===== src/hdl/pdma_cfg.svh =====
// Register offsets, field positions, reset values and timing counts.
`ifndef PDMA_CFG_SVH
`define PDMA_CFG_SVH

// Clock rate and pulse widths.
`define CLK_MHZ 200
`define END_PULSE_NS 100
`define LAUNCH_PULSE_NS 200
`define SEC_RESET_PULSE_NS 200
`define NS_TO_CYCLES(ns) (((ns) * `CLK_MHZ + 999) / 1000)
`define END_PULSE_CYCLES `NS_TO_CYCLES(`END_PULSE_NS)
`define LAUNCH_PULSE_CYCLES `NS_TO_CYCLES(`LAUNCH_PULSE_NS)
`define SEC_RESET_PULSE_CYCLES `NS_TO_CYCLES(`SEC_RESET_PULSE_NS)

// Register byte addresses.
`define ADDR_W 5
`define OFF_OUT_DATA 5'h00
`define OFF_FUNC_OUT 5'h04
`define OFF_FUNC_IN 5'h08
`define OFF_STATUS 5'h0C
`define OFF_WORD_COUNT 5'h10
`define OFF_CONFIG 5'h14
`define OFF_LEGACY_BASE 5'h18
`define OFF_LEGACY_VECTOR 5'h1C

// Function output register fields.
`define FO_LINE_ONE 0
`define FO_LINE_TWO 1
`define FO_LINE_THREE 2
`define FO_REMOTE_RESET 3
`define FO_LAUNCH 4

// Function input register fields.
`define FI_STATUS_C 3
`define FI_STATUS_B 4
`define FI_STATUS_A 5

// Status register fields.
`define ST_READY 0
`define ST_BUSY 1
`define ST_DIRECTION 2
`define ST_ATTENTION 3

// Configuration register fields.
`define CFG_BUSY_HIGH 0

// Reset values.
`define RST_OUT_DATA 16'h0000
`define RST_FUNC_OUT 4'h0
`define RST_WORD_COUNT 16'h0000

// Legacy backplane base 760240 octal and vector 300 octal.
`define LEGACY_BASE 18'o760240
`define LEGACY_VECTOR 9'o300

// Positions within the synchronised pin vector.
`define PIN_W 23
`define PIN_REQ_A 0
`define PIN_REQ_B 1
`define PIN_ATTENTION_IN 2
`define PIN_STAT_A 3
`define PIN_STAT_B 4
`define PIN_STAT_C 5
`define PIN_DIR 6
`define PIN_DATA_LO 7

// Pulse timer slots.
`define PULSE_END 0
`define PULSE_LAUNCH 1
`define PULSE_SEC 2
`define PULSE_N 3

`endif


===== src/hdl/pdma_pkg.sv =====
// Types shared by the parallel DMA user port modules.
`include "pdma_cfg.svh"

package pdma_pkg;

   typedef enum logic [1:0] {
      ST_IDLE = 2'b00,
      ST_FETCH = 2'b01,
      ST_DONE = 2'b10
   } xfer_state_t;

   typedef logic [`PIN_W-1:0] pin_vec_t;

   typedef struct packed {
      pin_vec_t s1;
      pin_vec_t s2;
      pin_vec_t s3;
      pin_vec_t filt;
      logic reqPrev;
      logic [15:0] outData;
      logic [3:0] funcOut;
      logic busyHigh;
      logic ready;
      xfer_state_t state;
      logic [15:0] wordCount;
      logic memReq;
      logic memWrite;
      logic [15:0] memWdata;
      logic busAck;
      logic [31:0] readData;
      logic busyPin;
      logic [`PULSE_N-1:0] fire;
   } port_state_t;

   typedef struct packed {
      logic [7:0] count;
      logic active;
   } pulse_state_t;

endpackage : pdma_pkg


===== src/hdl/pulse_if.sv =====
// Trigger and busy pair between the port logic and a pulse timer.
`timescale 1ns/1ps
`default_nettype none

interface pulse_if;
   logic fire;
   logic active;
   modport owner (output fire, input active);
   modport timer (input fire, output active);
endinterface : pulse_if

`default_nettype wire


===== src/hdl/pulse_timer.sv =====
// Fixed-width pulse generator, retriggered by each fire.
`timescale 1ns/1ps
`default_nettype none

module pulse_timer #(
   parameter logic [7:0] CYCLES = 8'h01
) (
   // Clock and reset
   input wire logic mclk,
   input wire logic rst,
   // Trigger and pulse
   pulse_if.timer pif
);
   import pdma_pkg::*;

   pulse_state_t cur;
   pulse_state_t nxt;

   always_comb begin
      nxt = cur;
      if (pif.fire) begin
         nxt.count = CYCLES;
      end else if (cur.count != 8'h00) begin
         nxt.count = cur.count - 8'h01;
      end
      nxt.active = (nxt.count != 8'h00);
   end

   always_ff @(posedge mclk) begin
      if (rst) begin
         cur <= '0;
      end else begin
         cur <= nxt;
      end
   end

   assign pif.active = cur.active;

endmodule : pulse_timer

`default_nettype wire


===== src/hdl/parallel_dma_user_port.sv =====
// User-side control, status and register logic of the parallel DMA port.
//
// Decided for this implementation: the placing of the registers and register access over Avalon-MM.
`timescale 1ns/1ps
`default_nettype none

`include "pdma_cfg.svh"

module parallel_dma_user_port (
   // Clock and reset
   input wire logic mclk,
   input wire logic rst,
   // Avalon-MM register slave
   input wire logic [`ADDR_W-1:0] address,
   input wire logic read,
   input wire logic write,
   input wire logic [31:0] writedata,
   input wire logic [3:0] byteenable,
   output logic [31:0] readdata,
   output logic waitrequest,
   // Memory word port of the DMA engine
   output logic memReq,
   output logic memWrite,
   output logic [15:0] memWdata,
   input wire logic [15:0] memRdata,
   input wire logic memAck,
   input wire logic memError,
   // User connector inputs
   input wire logic [15:0] inDataLines,
   input wire logic cycleRequestA,
   input wire logic cycleRequestB,
   input wire logic attentionIn,
   input wire logic statusInA,
   input wire logic statusInB,
   input wire logic statusInC,
   input wire logic directionSelectIn,
   input wire logic wordCountStepIn,
   // User connector outputs
   output logic [15:0] outDataLines,
   output logic cycleDonePulse,
   output logic readyOut,
   output logic launchOut,
   output logic busyOut,
   output logic initOut,
   output logic secondaryResetOut,
   output logic [2:0] functionLines
);
   import pdma_pkg::*;

   ////////////////////////////////////////////////////////////////////////////

   function automatic logic hit(input logic [`ADDR_W-1:0] a,
                                input logic [`ADDR_W-1:0] off);
      hit = (a == off);
   endfunction : hit

   function automatic logic [15:0] merge16(input logic [15:0] old,
                                           input logic [31:0] wd,
                                           input logic [3:0] be);
      logic [15:0] r;
      r = old;
      if (be[0]) begin
         r[7:0] = wd[7:0];
      end
      if (be[1]) begin
         r[15:8] = wd[15:8];
      end
      merge16 = r;
   endfunction : merge16

   ////////////////////////////////////////////////////////////////////////////

   localparam logic [7:0] PULSE_LEN [`PULSE_N] = '{
      8'(`END_PULSE_CYCLES),
      8'(`LAUNCH_PULSE_CYCLES),
      8'(`SEC_RESET_PULSE_CYCLES)
   };

   port_state_t cur;
   port_state_t nxt;
   logic [`PULSE_N-1:0] pulseActive;
   pin_vec_t pinsRaw;
   logic reqNow;
   logic reqRise;
   logic busWr;
   logic busRd;
   logic [31:0] rdMux;

   pulse_if pbus[`PULSE_N] ();

   genvar g;
   generate
      for (g = 0; g < `PULSE_N; g++) begin : gen_pulse
         assign pbus[g].fire = cur.fire[g];
         assign pulseActive[g] = pbus[g].active;
         pulse_timer #(
            .CYCLES(PULSE_LEN[g])
         ) u_timer (
            .mclk(mclk),
            .rst(rst),
            .pif(pbus[g])
         );
      end
   endgenerate

   // The word count step pin is deliberately left unread.
   assign pinsRaw = {inDataLines, directionSelectIn, statusInC, statusInB,
                     statusInA, attentionIn, cycleRequestB, cycleRequestA};

   ////////////////////////////////////////////////////////////////////////////

   always_comb begin
      nxt = cur;
      nxt.fire = '0;

      // Three stages; a bit counts once stages two and three agree.
      nxt.s1 = pinsRaw;
      nxt.s2 = cur.s1;
      nxt.s3 = cur.s2;
      for (int i = 0; i < `PIN_W; i++) begin
         if (cur.s2[i] == cur.s3[i]) begin
            nxt.filt[i] = cur.s3[i];
         end
      end

      reqNow = cur.filt[`PIN_REQ_A] | cur.filt[`PIN_REQ_B];
      reqRise = reqNow & ~cur.reqPrev;
      nxt.reqPrev = reqNow;

      // One wait state per access: readdata is loaded while waiting.
      busWr = write & ~read;
      busRd = read & ~write;
      nxt.busAck = (busWr | busRd) & ~cur.busAck;

      rdMux = 32'h0000_0000;
      if (hit(address, `OFF_OUT_DATA)) begin
         rdMux[15:0] = cur.outData;
      end
      if (hit(address, `OFF_FUNC_OUT)) begin
         rdMux[3:0] = cur.funcOut;
      end
      if (hit(address, `OFF_FUNC_IN)) begin
         rdMux[`FI_STATUS_A] = cur.filt[`PIN_STAT_A];
         rdMux[`FI_STATUS_B] = cur.filt[`PIN_STAT_B];
         rdMux[`FI_STATUS_C] = cur.filt[`PIN_STAT_C];
      end
      if (hit(address, `OFF_STATUS)) begin
         rdMux[`ST_READY] = cur.ready;
         rdMux[`ST_BUSY] = (cur.state == ST_FETCH);
         rdMux[`ST_DIRECTION] = cur.filt[`PIN_DIR];
         rdMux[`ST_ATTENTION] = cur.filt[`PIN_ATTENTION_IN];
      end
      if (hit(address, `OFF_WORD_COUNT)) begin
         rdMux[15:0] = cur.wordCount;
      end
      if (hit(address, `OFF_CONFIG)) begin
         rdMux[`CFG_BUSY_HIGH] = cur.busyHigh;
      end
      if (hit(address, `OFF_LEGACY_BASE)) begin
         rdMux[17:0] = `LEGACY_BASE;
      end
      if (hit(address, `OFF_LEGACY_VECTOR)) begin
         rdMux[8:0] = `LEGACY_VECTOR;
      end
      if (busRd & ~cur.busAck) begin
         nxt.readData = rdMux;
      end

      // Register writes take effect on the acknowledging edge.
      if (busWr & cur.busAck) begin
         if (hit(address, `OFF_OUT_DATA)) begin
            nxt.outData = merge16(cur.outData, writedata, byteenable);
         end
         if (hit(address, `OFF_FUNC_OUT) & byteenable[0]) begin
            nxt.funcOut = writedata[3:0];
            if (writedata[`FO_LINE_TWO] & ~cur.funcOut[`FO_LINE_TWO]) begin
               nxt.fire[`PULSE_SEC] = 1'b1;
            end
            if (writedata[`FO_LAUNCH]) begin
               nxt.ready = 1'b0;
               nxt.fire[`PULSE_LAUNCH] = 1'b1;
            end
         end
         if (hit(address, `OFF_WORD_COUNT)) begin
            nxt.wordCount = merge16(cur.wordCount, writedata, byteenable);
         end
         if (hit(address, `OFF_CONFIG) & byteenable[0]) begin
            nxt.busyHigh = writedata[`CFG_BUSY_HIGH];
         end
      end

      // Transfer sequencer.
      case (cur.state)
         ST_IDLE: begin
            if (reqRise & ~cur.ready) begin
               nxt.state = ST_FETCH;
               nxt.memReq = 1'b1;
               nxt.memWrite = cur.filt[`PIN_DIR];
               nxt.memWdata = cur.filt[`PIN_DATA_LO +: 16];
            end
         end
         ST_FETCH: begin
            if (memError) begin
               nxt.memReq = 1'b0;
               nxt.ready = 1'b1;
               nxt.state = ST_IDLE;
            end else if (memAck) begin
               nxt.memReq = 1'b0;
               if (~cur.memWrite) begin
                  nxt.outData = memRdata;
               end
               nxt.wordCount = cur.wordCount + 16'h0001;
               nxt.fire[`PULSE_END] = 1'b1;
               nxt.state = ST_DONE;
            end
         end
         ST_DONE: begin
            // Requests arriving during the pulse are dropped.
            if (~cur.fire[`PULSE_END] & ~pulseActive[`PULSE_END]) begin
               nxt.state = ST_IDLE;
            end
         end
         default: begin
            nxt.state = ST_IDLE;
            nxt.memReq = 1'b0;
         end
      endcase

      // Attention wins over launch and ends any transfer at once.
      if (cur.filt[`PIN_ATTENTION_IN]) begin
         nxt.ready = 1'b1;
         nxt.memReq = 1'b0;
         if (cur.state == ST_FETCH) begin
            nxt.state = ST_IDLE;
         end
      end

      nxt.busyPin = (nxt.state == ST_FETCH) ~^ nxt.busyHigh;
   end

   ////////////////////////////////////////////////////////////////////////////

   always_ff @(posedge mclk) begin
      if (rst) begin
         cur <= '0;
         cur.outData <= `RST_OUT_DATA;
         cur.funcOut <= `RST_FUNC_OUT;
         cur.wordCount <= `RST_WORD_COUNT;
         cur.ready <= 1'b1;
         cur.state <= ST_IDLE;
         cur.busyPin <= 1'b1;
      end else begin
         cur <= nxt;
      end
   end

   ////////////////////////////////////////////////////////////////////////////

   // About 25 clocks per word at 200 MHz, far above 4 Mbyte/s.
   assign waitrequest = (read | write) & ~cur.busAck;
   assign readdata = cur.readData;
   assign memReq = cur.memReq;
   assign memWrite = cur.memWrite;
   assign memWdata = cur.memWdata;
   assign outDataLines = cur.outData;
   assign cycleDonePulse = pulseActive[`PULSE_END];
   assign readyOut = cur.ready;
   assign launchOut = pulseActive[`PULSE_LAUNCH];
   assign busyOut = cur.busyPin;
   assign initOut = rst | cur.funcOut[`FO_REMOTE_RESET];
   assign secondaryResetOut = rst | pulseActive[`PULSE_SEC];
   assign functionLines = cur.funcOut[`FO_LINE_THREE:`FO_LINE_ONE];

endmodule : parallel_dma_user_port

`default_nettype wire


===== config.mk =====
export PLATFORM = sky130hd
export DESIGN_NAME = parallel_dma_user_port
export DESIGN_NICKNAME = d
export VERILOG_FILES = /design/src/hdl/pdma_pkg.sv /design/src/hdl/pulse_if.sv /design/src/hdl/pulse_timer.sv /design/src/hdl/parallel_dma_user_port.sv
export VERILOG_INCLUDE_DIRS = /design/src /design/src/hdl
export SDC_FILE = /design/constraint.sdc
export NUM_CORES = 1
export LEC_CHECK = 0
export ABC_AREA = 1
export BUFFER_PORTS_ARGS = -buffer_cell sky130_fd_sc_hd__buf_2
export CORE_AREA = 2 2 185 142
export DETAILED_ROUTE_END_ITERATION = 7
export DIE_AREA = 0 0 187 144
export GPL_ROUTABILITY_DRIVEN = 1
export PLACE_DENSITY = 0.64
export SETUP_SLACK_MARGIN = 0.3
export SLEW_MARGIN = 20
export SYNTH_ARGS = -nofsm -noshare
export SYNTH_HDL_FRONTEND = slang
export SYNTH_HIERARCHICAL = 1
export SYNTH_SLANG_ARGS = --single-unit

===== constraint.sdc =====
create_clock -name mclk -period 4.1 [get_ports mclk]
set_clock_uncertainty 0.05 [all_clocks]
set_input_delay 0.615 -clock mclk [delete_from_list [all_inputs] [get_ports mclk]]
set_output_delay 0.615 -clock mclk [all_outputs]
set_load 0.01 [all_outputs]

=== Word-level counts from Yosys, hierarchy flattened ===
Index checks and enable logic that the tools add are counted.

* Input port bits: 87
* Register bits: 201

* Mux-type cells: 47
* Bitwise operators: 30
* Add/sub/neg operators: 4
* Reduce and logical (&&, ||, !) cells: 14
* Equal/unequal tests: 35

{| class="wikitable"
|+ Operator list
! operator !! number
|-
| $mux 16 || 11
|-
| $mux 8 || 10
|-
| $reduce_bool 8->1 || 6
|-
| $mux 18 || 2
|-
| $sub 8x1->8 const B || 3
|-
| $eq 1x1->1 || 23
|-
| $mux 22 || 1
|-
| $eq 5x5->1 const B || 4
|-
| $mux 19 || 1
|-
| $add 16x1->16 const B || 1
|-
| $and 1x1->1 || 12
|-
| $mux 4 || 3
|-
| $not 1->1 || 12
|-
| $eq 5x4->1 const B || 2
|-
| $mux 1 || 10
|-
| $mux 2 || 5
|-
| $mux 9 || 1
|-
| $pmux 2 s3 || 1
|-
| $reduce_or 3->1 || 2
|-
| $eq 5x3->1 const B || 1
|-
| $logic_not 5->1 || 1
|-
| $or 1x1->1 || 5
|-
| $eq 2x1->1 const B || 2
|-
| $reduce_and 2->1 || 2
|-
| other kinds (9) || 9
|}

=== Longest topological paths before layout ===
Gate-level depths: netlist of run 1.

* Depth in word-level cells: 11
* Depth in mapped cells: 10

=== Cells and area by module ===
The synthesis of run 1 kept the hierarchy.

{| class="wikitable"
|+ Modules (own cells, without submodules)
! module !! times used !! cells an instance !! area an instance (um^2)
|-
| parallel_dma_user_port || 1 || 941 || 7191.9
|-
| pulse_timer at gen_pulse[1].u_timer ... || 2 || 82 || 575.6
|-
| pulse_timer at gen_pulse[0].u_timer || 1 || 79 || 551.8
|}

=== Worst setup path before layout of run 1 ===
Ideal clock, no wire load.

* Path type: input to output
* Start point: input rst
* End point: output secondaryResetOut
* Arrival time: 1.266 ns
* Stages: 3
* Path buffers: 2
* Slack: 2.169 ns
* Cells stage by stage: buf_2 > clkbuf_1 > or2_2

* Cells in the longest elaborated chain, start to end: 1

{| class="wikitable"
|+ RTL lines
! item !! RTL line !! source
|-
| from (decl) || parallel_dma_user_port.sv:12 || <nowiki>input wire logic rst,</nowiki>
|-
| $or 1x1->1 || parallel_dma_user_port.sv:271 || <nowiki>assign secondaryResetOut = rst | pulseActive[`PULSE_SEC];</nowiki>
|-
| to (decl) || parallel_dma_user_port.sv:45 || <nowiki>output logic secondaryResetOut,</nowiki>
|}

No other way between the ends.

=== Worst setup path after layout of run 1 ===
* Start point: register cur[97] (netlist name)
* End point: register cur (netlist bit busyOut)

* Cells in the longest elaborated chain, start to end: 9

{| class="wikitable"
|+ RTL lines
! item !! RTL line !! source
|-
| from (decl) || parallel_dma_user_port.sv:79 || <nowiki>port_state_t cur;</nowiki>
|-
| from (signal assigned) || parallel_dma_user_port.sv:253 || <nowiki>cur <= nxt;</nowiki>
|-
| $or 1x1->1 (*) || parallel_dma_user_port.sv:126 || <nowiki>reqNow = cur.filt[`PIN_REQ_A] | cur.filt[`PIN_REQ_B];</nowiki>
|-
| $and 1x1->1 (*) || parallel_dma_user_port.sv:127 || <nowiki>reqRise = reqNow & ~cur.reqPrev;</nowiki>
|-
| $and 1x1->1 (*) || parallel_dma_user_port.sv:195 || <nowiki>if (reqRise & ~cur.ready) begin</nowiki>
|-
| $mux 2 (*) || parallel_dma_user_port.sv:195 ||
|-
| $pmux 2 s3 (*) || parallel_dma_user_port.sv:193 || <nowiki>case (cur.state)</nowiki>
|-
| $mux 2 || parallel_dma_user_port.sv:233 || <nowiki>if (cur.state == ST_FETCH) begin</nowiki>
|-
| $mux 2 (*) || parallel_dma_user_port.sv:230 || <nowiki>if (cur.filt[`PIN_ATTENTION_IN]) begin</nowiki>
|-
| $eq 2x1->1 (*) || parallel_dma_user_port.sv:238 || <nowiki>nxt.busyPin = (nxt.state == ST_FETCH) ~^ nxt.busyHigh;</nowiki>
|-
| $xnor 1x1->1 (*) || parallel_dma_user_port.sv:238 ||
|}

Mark *: on every way between the ends. The rest lies on a longest branch, timed or not.
A chain may end at the register's enable or synchronous reset.

==> qor.csv, run 1 <==
metric,value,unit
Post-CTS Setup Inserts,0,
VDD IR-drop max,0.280,mV
r2r startpoint,cur[97],
Clock Path Buffers,2,
Post-synth EDFFs,0,
drt wl/cell,12.7,µm
nets,1342,
Iter 0 DRT Violations,507,
"antenna viol nets, final",0,
vias per inst,4.50,
Root Buffer,clkbuf_16,
"most common cell after layout, fill and taps aside",dfxtp_1,
Least-Margin Pin Slew,858,ps
port bufs,129,
P_leak,4.56,nW
Antenna Cells,0,
vias in the first global route,6353,
CP arrival,2880,ps
Chip Width,187,µm
final setup fails,0,
hold wc startpoint,inDataLines[10],
placeable core region,0.0253,mm²
DP HPWL,14.8,mm
hold worst-path end,cur[182],
PostCTS Resize Cnt,0,
hold crit path type,input port to flip-flop,
sequence of cells on the critical path,nor2_1 > nor3_1 > nand2_1 > clkinv_1 > a21oi_1 > or2_1 > nand3_1,
total vias in the final route,7210,
element type at the critical path end,flip-flop,
synth warn,6,
largest net degree at the start of global routing,77,
Synth area leaders,"dfxtp_1 (45%), nand2_1 (7.9%), inv_1 (6.6%)",
initial core utilization,35.1,%
dominant synthesized flop cell,dfxtp_1,
"Seq/Total Area, Yosys",45.0,%
CTS tree,yes,
Worst path slowest cell,clkinv_1,
WL final,20.4,mm
total grt overflow,0,
Die H,144,µm
global-route wire length before repair,32.7,mm
Synth area leader,dfxtp_1,
Final Cycle Share,64.1,%
most frequent cells in the layout,"dfxtp_1 (200), nand2_1 (188), inv_1 (156)",
share of layout cells above drive strength 1,18.4,%
Critical Path RT,4350,ps
CP max FO,20,
Worst-path clk slew,80,ps
DRC,0,
Clock Latency Late Sink,430,ps
fillcell total,2614,
"Hold Vio Cnt, Final",0,
setup TNS,0,ps
CTS Sinks,200,
TritonRoute pass-1 iters,5,
R2R Setup Slk,1470,ps
io pins,163,
antenna violations before repair,0,
Pwr Density,513,mW/mm²
FF-to-FF End,busyOut,
post-synthesis cell area,0.00889,mm²
Worst slew margin,42.4,%
share of async-settable or async-resettable flops after synthesis,0,%
die area,0.0269,mm²
minimum clock period,2630,ps
status,"finished, final reports clean",
P&R area growth vs syn,12.3,%
Synth cell types,45,
gp weighted congestion,0.871,
#FFs+latches synth,200,
Reg2Reg Depth,7,
cts-stage hold buffer count,0,
Final Max Tran Viols,0,
biggest cell delay along the critical path,720,ps
CP Class,flip-flop to flip-flop,
Max Clock Freq,0.381,GHz
MaxCap Viol Count,0,
Max H-tree Level,4,
RSZ-0062 raised after global routing,no,
crit start category,flip-flop,
top-area cell type share of the netlist area,45.0,%
Post-Syn Instances,1184,
FP Rows,51,
CTS Buf Count,17,
Worst Hold Path Cells,3,
average size of a mapped cell,7.51,µm²
Post-Route Utilization,39.4,%
final hold slack,331,ps
Tot GR Track Use,15.2,%
## state kept, by name (all words and copies together) (netlist names), 3 cells and up
| signal | cells |
|---|---|
| memWdata | 16 |
| gen_pulse.u_timer/cur | 24 |
| functionLines | 3 |
| gen_pulse.u_timer/pif.active | 3 |
| outDataLines | 16 |
| cur | 117 |
| readdata | 17 |
## routing by layer
metal	GRT usage [%]	vias up	wire, µm
met1	22.8	3232	10800
met2	21.4	156	8230
met3	3.06	18	1090
li1	-	3804	-
met5	0	-	0
met4	4.89	0	293
## where the power goes
group          total [mW]  switching (mW)  internal [mW]  leakage [nW]
combinational        1.25           0.789          0.462          2.65
clock                1.70           0.823          0.879         0.289
sequential           2.17           0.106           2.06          1.63
total                5.12            1.72           3.40          4.56
## cell usage after synthesis (7+ instances only)
cell type / instances
o21ai_1: 13
ha_1: 10
nor2_2: 8
dfxtp_1: 200
nand4_1: 8
nand2_1: 188
inv_2: 7
o211ai_1: 14
nor2_1: 155
o21ai_0: 80
nand2_2: 9
inv_1: 156
buf_4: 72
clkbuf_1: 19
nor3_1: 10
nor2_4: 17
o21bai_1: 8
nand3_1: 55
buf_2: 7
a21oi_1: 91
## cell type report
cell class / count / area, µm² / share of cell area (%)
Clock buffer: 17 / 425 / 4.26
Clock inverter: 15 / 189 / 1.89
Multi-Input combinational cell: 725 / 3620 / 36.2
Inverter: 167 / 632 / 6.33
Sequential cell: 200 / 4000 / 40.1
Timing Repair Buffer: 134 / 686 / 6.87
Tap cell: 344 / 430 / 4.31
## metrics by stage
| step | instance area (µm²) | setup slack [ps] | instances | power, mW |
|---|---|---|---|---|
| floorplan | 8940 | 2170 | 1197 | 3.21 |
| CTS | 9990 | 1370 | 1602 | 5.18 |
| finish | 9990 | 1470 | 1602 | 5.12 |
| detailed placement | 9370 | 1390 | 1570 | 3.46 |
| global placement | 9370 | 1390 | 1570 | 3.44 |
| global route | 9990 | 1030 | 1602 | 5.43 |
## cells by family (layout without fill, tap and decap cells)
logic type	after synthesis	count (layout)	share of synthesized area (%)
fa+ha+maj	10	10	1.41
xor+xnor	6	6	0.591
compound gates	224	224	13.8
simple gates	471	471	24.3
flops	200	200	45.0
other cells	1	14	0.0422
buf+inv	272	333	14.8
## worst max-delay path by stage
stage	from	end	slack [ps]	depth (start not counted)
after CTS	cur[97]	busyOut	1370	7
after global placement	cur[97]	busyOut	1390	7
after detailed placement	cur[97]	busyOut	1390	7
after floorplan	rst	secondaryResetOut	2170	3
after global routing	cur[97]	busyOut	1030	7
final	cur[97]	busyOut	1470	7
## critical path: cells and delay by family, from the launching register on
kind / cells / cell delay (ps)
buffers and inverters: 1 / 720
flip-flops: 1 / 330
AO/OA/AOI/OAI: 1 / 390
AND/OR/NAND/NOR: 5 / 1010
Note: power is estimated with default switching activity, not from simulation.
==> run 2: changes to the inputs <==
--- a/config.mk
+++ b/config.mk
@@ -12,7 +12,7 @@
 export DETAILED_ROUTE_END_ITERATION = 7
 export DIE_AREA = 0 0 187 144
 export GPL_ROUTABILITY_DRIVEN = 1
-export PLACE_DENSITY = 0.64
+export PLACE_DENSITY = 0.66
 export SETUP_SLACK_MARGIN = 0.3
 export SLEW_MARGIN = 20
 export SYNTH_ARGS = -nofsm -noshare
==> constraint.sdc (replaced) <==
create_clock -name mclk -period 2.2 [get_ports mclk]
set_clock_uncertainty 0.05 [all_clocks]
set_input_delay 0.33 -clock mclk [delete_from_list [all_inputs] [get_ports mclk]]
set_output_delay 0.33 -clock mclk [all_outputs]
set_load 0.01 [all_outputs]
==> qor.csv, run 2 (same netlist as run 1, synthesis figures left out) <==
metric,value,unit,change
status,"finished, final reports clean",,
Max Clock Freq,0.542,GHz,+42%
Pwr Density,938,mW/mm²,+83%
final setup fails,0,,unchanged
Worst slew margin,62.3,%,+20 points
Tot GR Track Use,15.2,%,+0.063 points
Chip Width,187,µm,unchanged
Largest register FFs,117,,unchanged
element type at the critical path end,flip-flop,,
crit start category,flip-flop,,
total grt overflow,0,,unchanged
P&R area growth vs syn,12.6,%,
"antenna viol nets, final",0,,unchanged
FP Rows,51,,unchanged
global-route wire length before repair,33.0,mm,+0.88%
Die H,144,µm,unchanged
Final Max Tran Viols,0,,unchanged
met3 GRT Util,3.11,%,+0.049 points
"Hold Vio Cnt, Final",0,,unchanged
Final Cycle Share,83.8,%,+20 points
Place WS,331,ps,-1060 ps
R2R Setup Slk,360,ps,-1120 ps
fillcell total,2643,,+1.1%
met1 track demand over resource,21.9,%,-0.90 points
r2r startpoint,cur[71],,
WL final,20.6,mm,+1.1%
Finished Layout Cells,1608,,+0.37%
gp weighted congestion,0.887,,+1.8%
Iter 0 DRT Violations,455,,-10%
CP Class,flip-flop to flip-flop,,
CTS Buf Count,17,,unchanged
largest net degree at the start of global routing,81,,+5.2%
Max H-tree Level,4,,unchanged
io pins,163,,unchanged
vias in the first global route,6477,,+2.0%
die area,0.0269,mm²,unchanged
antenna violations before repair,1,,+1
placeable core region,0.0253,mm²,unchanged
vias per inst,4.58,,+1.9%
Inst Count DP,1576,,+0.38%
DRC,0,,unchanged
hold wc startpoint,statusInC,,
hold crit path type,input port to flip-flop,,
CP max FO,27,,+35%
Critical Path RT,2490,ps,-1860 ps
total vias in the final route,7372,,+2.2%
nets,1348,,+0.45%
port bufs,129,,unchanged
PostCTS Resize Cnt,0,,unchanged
Clock Path Buffers,2,,unchanged
CP arrival,2130,ps,-750 ps
Least-Margin Pin Slew,564,ps,-295 ps
Post-CTS Setup Inserts,0,,unchanged
drt wl/cell,12.8,µm,+0.69%
VDD IR-drop max,0.503,mV,+80%
MaxCap Viol Count,0,,unchanged
final worst slack,356,ps,-1120 ps
met2 Usage GRT,23.0,%,+1.6 points
DP HPWL,14.9,mm,+1.0%
GR peak layer,met2,,
P_leak,4.59,nW,+0.63%
Biggest register,cur,,
CTS Sinks,200,,unchanged
initial core utilization,35.1,%,unchanged
TritonRoute pass-1 iters,5,,unchanged
setup TNS,0,ps,unchanged
Worst-path clk slew,80,ps,about the same
Clock Latency Late Sink,430,ps,about the same
share of layout cells above drive strength 1,18.7,%,+0.24 points
CTS tree,yes,,
most frequent cells in the layout,"dfxtp_1 (200), nand2_1 (188), inv_1 (156)",,
"most common cell after layout, fill and taps aside",dfxtp_1,,
RSZ-0062 raised after global routing,yes,,
Crit. Startpoint,cur[71],,
minimum clock period,1840,ps,-783 ps
Root Buffer,clkbuf_16,,
run 2: area by class of cell:
type                       instances  area (µm²)  share of cell area (%)
timing repair buffer             140         768                    7.67
inverter                         167         632                    6.31
multi-input combinational        725        3620                    36.1
tap                              344         430                    4.30
antenna                            1        2.50                  0.0250
sequential                       200        4000                    40.0
clock buffer                      18         429                    4.28
clock inverter                    13         134                    1.34
run 2: repair_timing:
item                                   4_1_cts  5_1_grt
hold buffers                                 0        0
setup endpoints to repair                    0       15
endpoints found under the hold margin        0        0
run 2: critical path: stages, from the launching register on:
cell and delay [ps]:
dfxtp_1 330, inv_1 70, nor2_2 150, inv_1 80, nor3_2 160, nand2_2 370, o21ai_0 340, o21bai_1 150
inv_1 50
run 2: power by group:
| group | leakage [nW] | switching [mW] | total, mW | internal, mW |
|---|---|---|---|---|
| clock | 0.274 | 1.50 | 3.00 | 1.50 |
| sequential | 1.63 | 0.190 | 4.03 | 3.84 |
| combinational | 2.69 | 1.49 | 2.36 | 0.872 |
| total | 4.59 | 3.18 | 9.40 | 6.22 |
run 2: stage by stage:
| step | power [mW] | instance area, µm² | hold WS [ps] | utilization, % |
|---|---|---|---|---|
| 6_report | 9.40 | 10000 | 40.1 | 39.6 |
| 5_1_grt | 9.95 | 10000 | 32.7 | 39.6 |
| 4_1_cts | 9.49 | 10000 | 23.2 | 39.5 |
| 3_5_place_dp | 6.46 | 9450 | 342 | 37.3 |
| 3_3_place_gp | 6.40 | 9450 | 342 | 37.3 |
| 2_1_floorplan | 5.99 | 8940 | 338 | - |
run 2: path summary, 6_finish.rpt:
path / endpoint / cells past startpoint
min: cur[170] / 3
max: outDataLines[6] / 8
max reg2reg: outDataLines[6] / 8
min reg2reg: cur[161] / 2
run 2: layer usage:
layer  part of all wire (%)  vias to the layer above
li1                       -                     3805
met1                     52                     3358
met2                     42                      186
met3                    4.9                       23
met4                    1.7                        0
met5                      0                        -
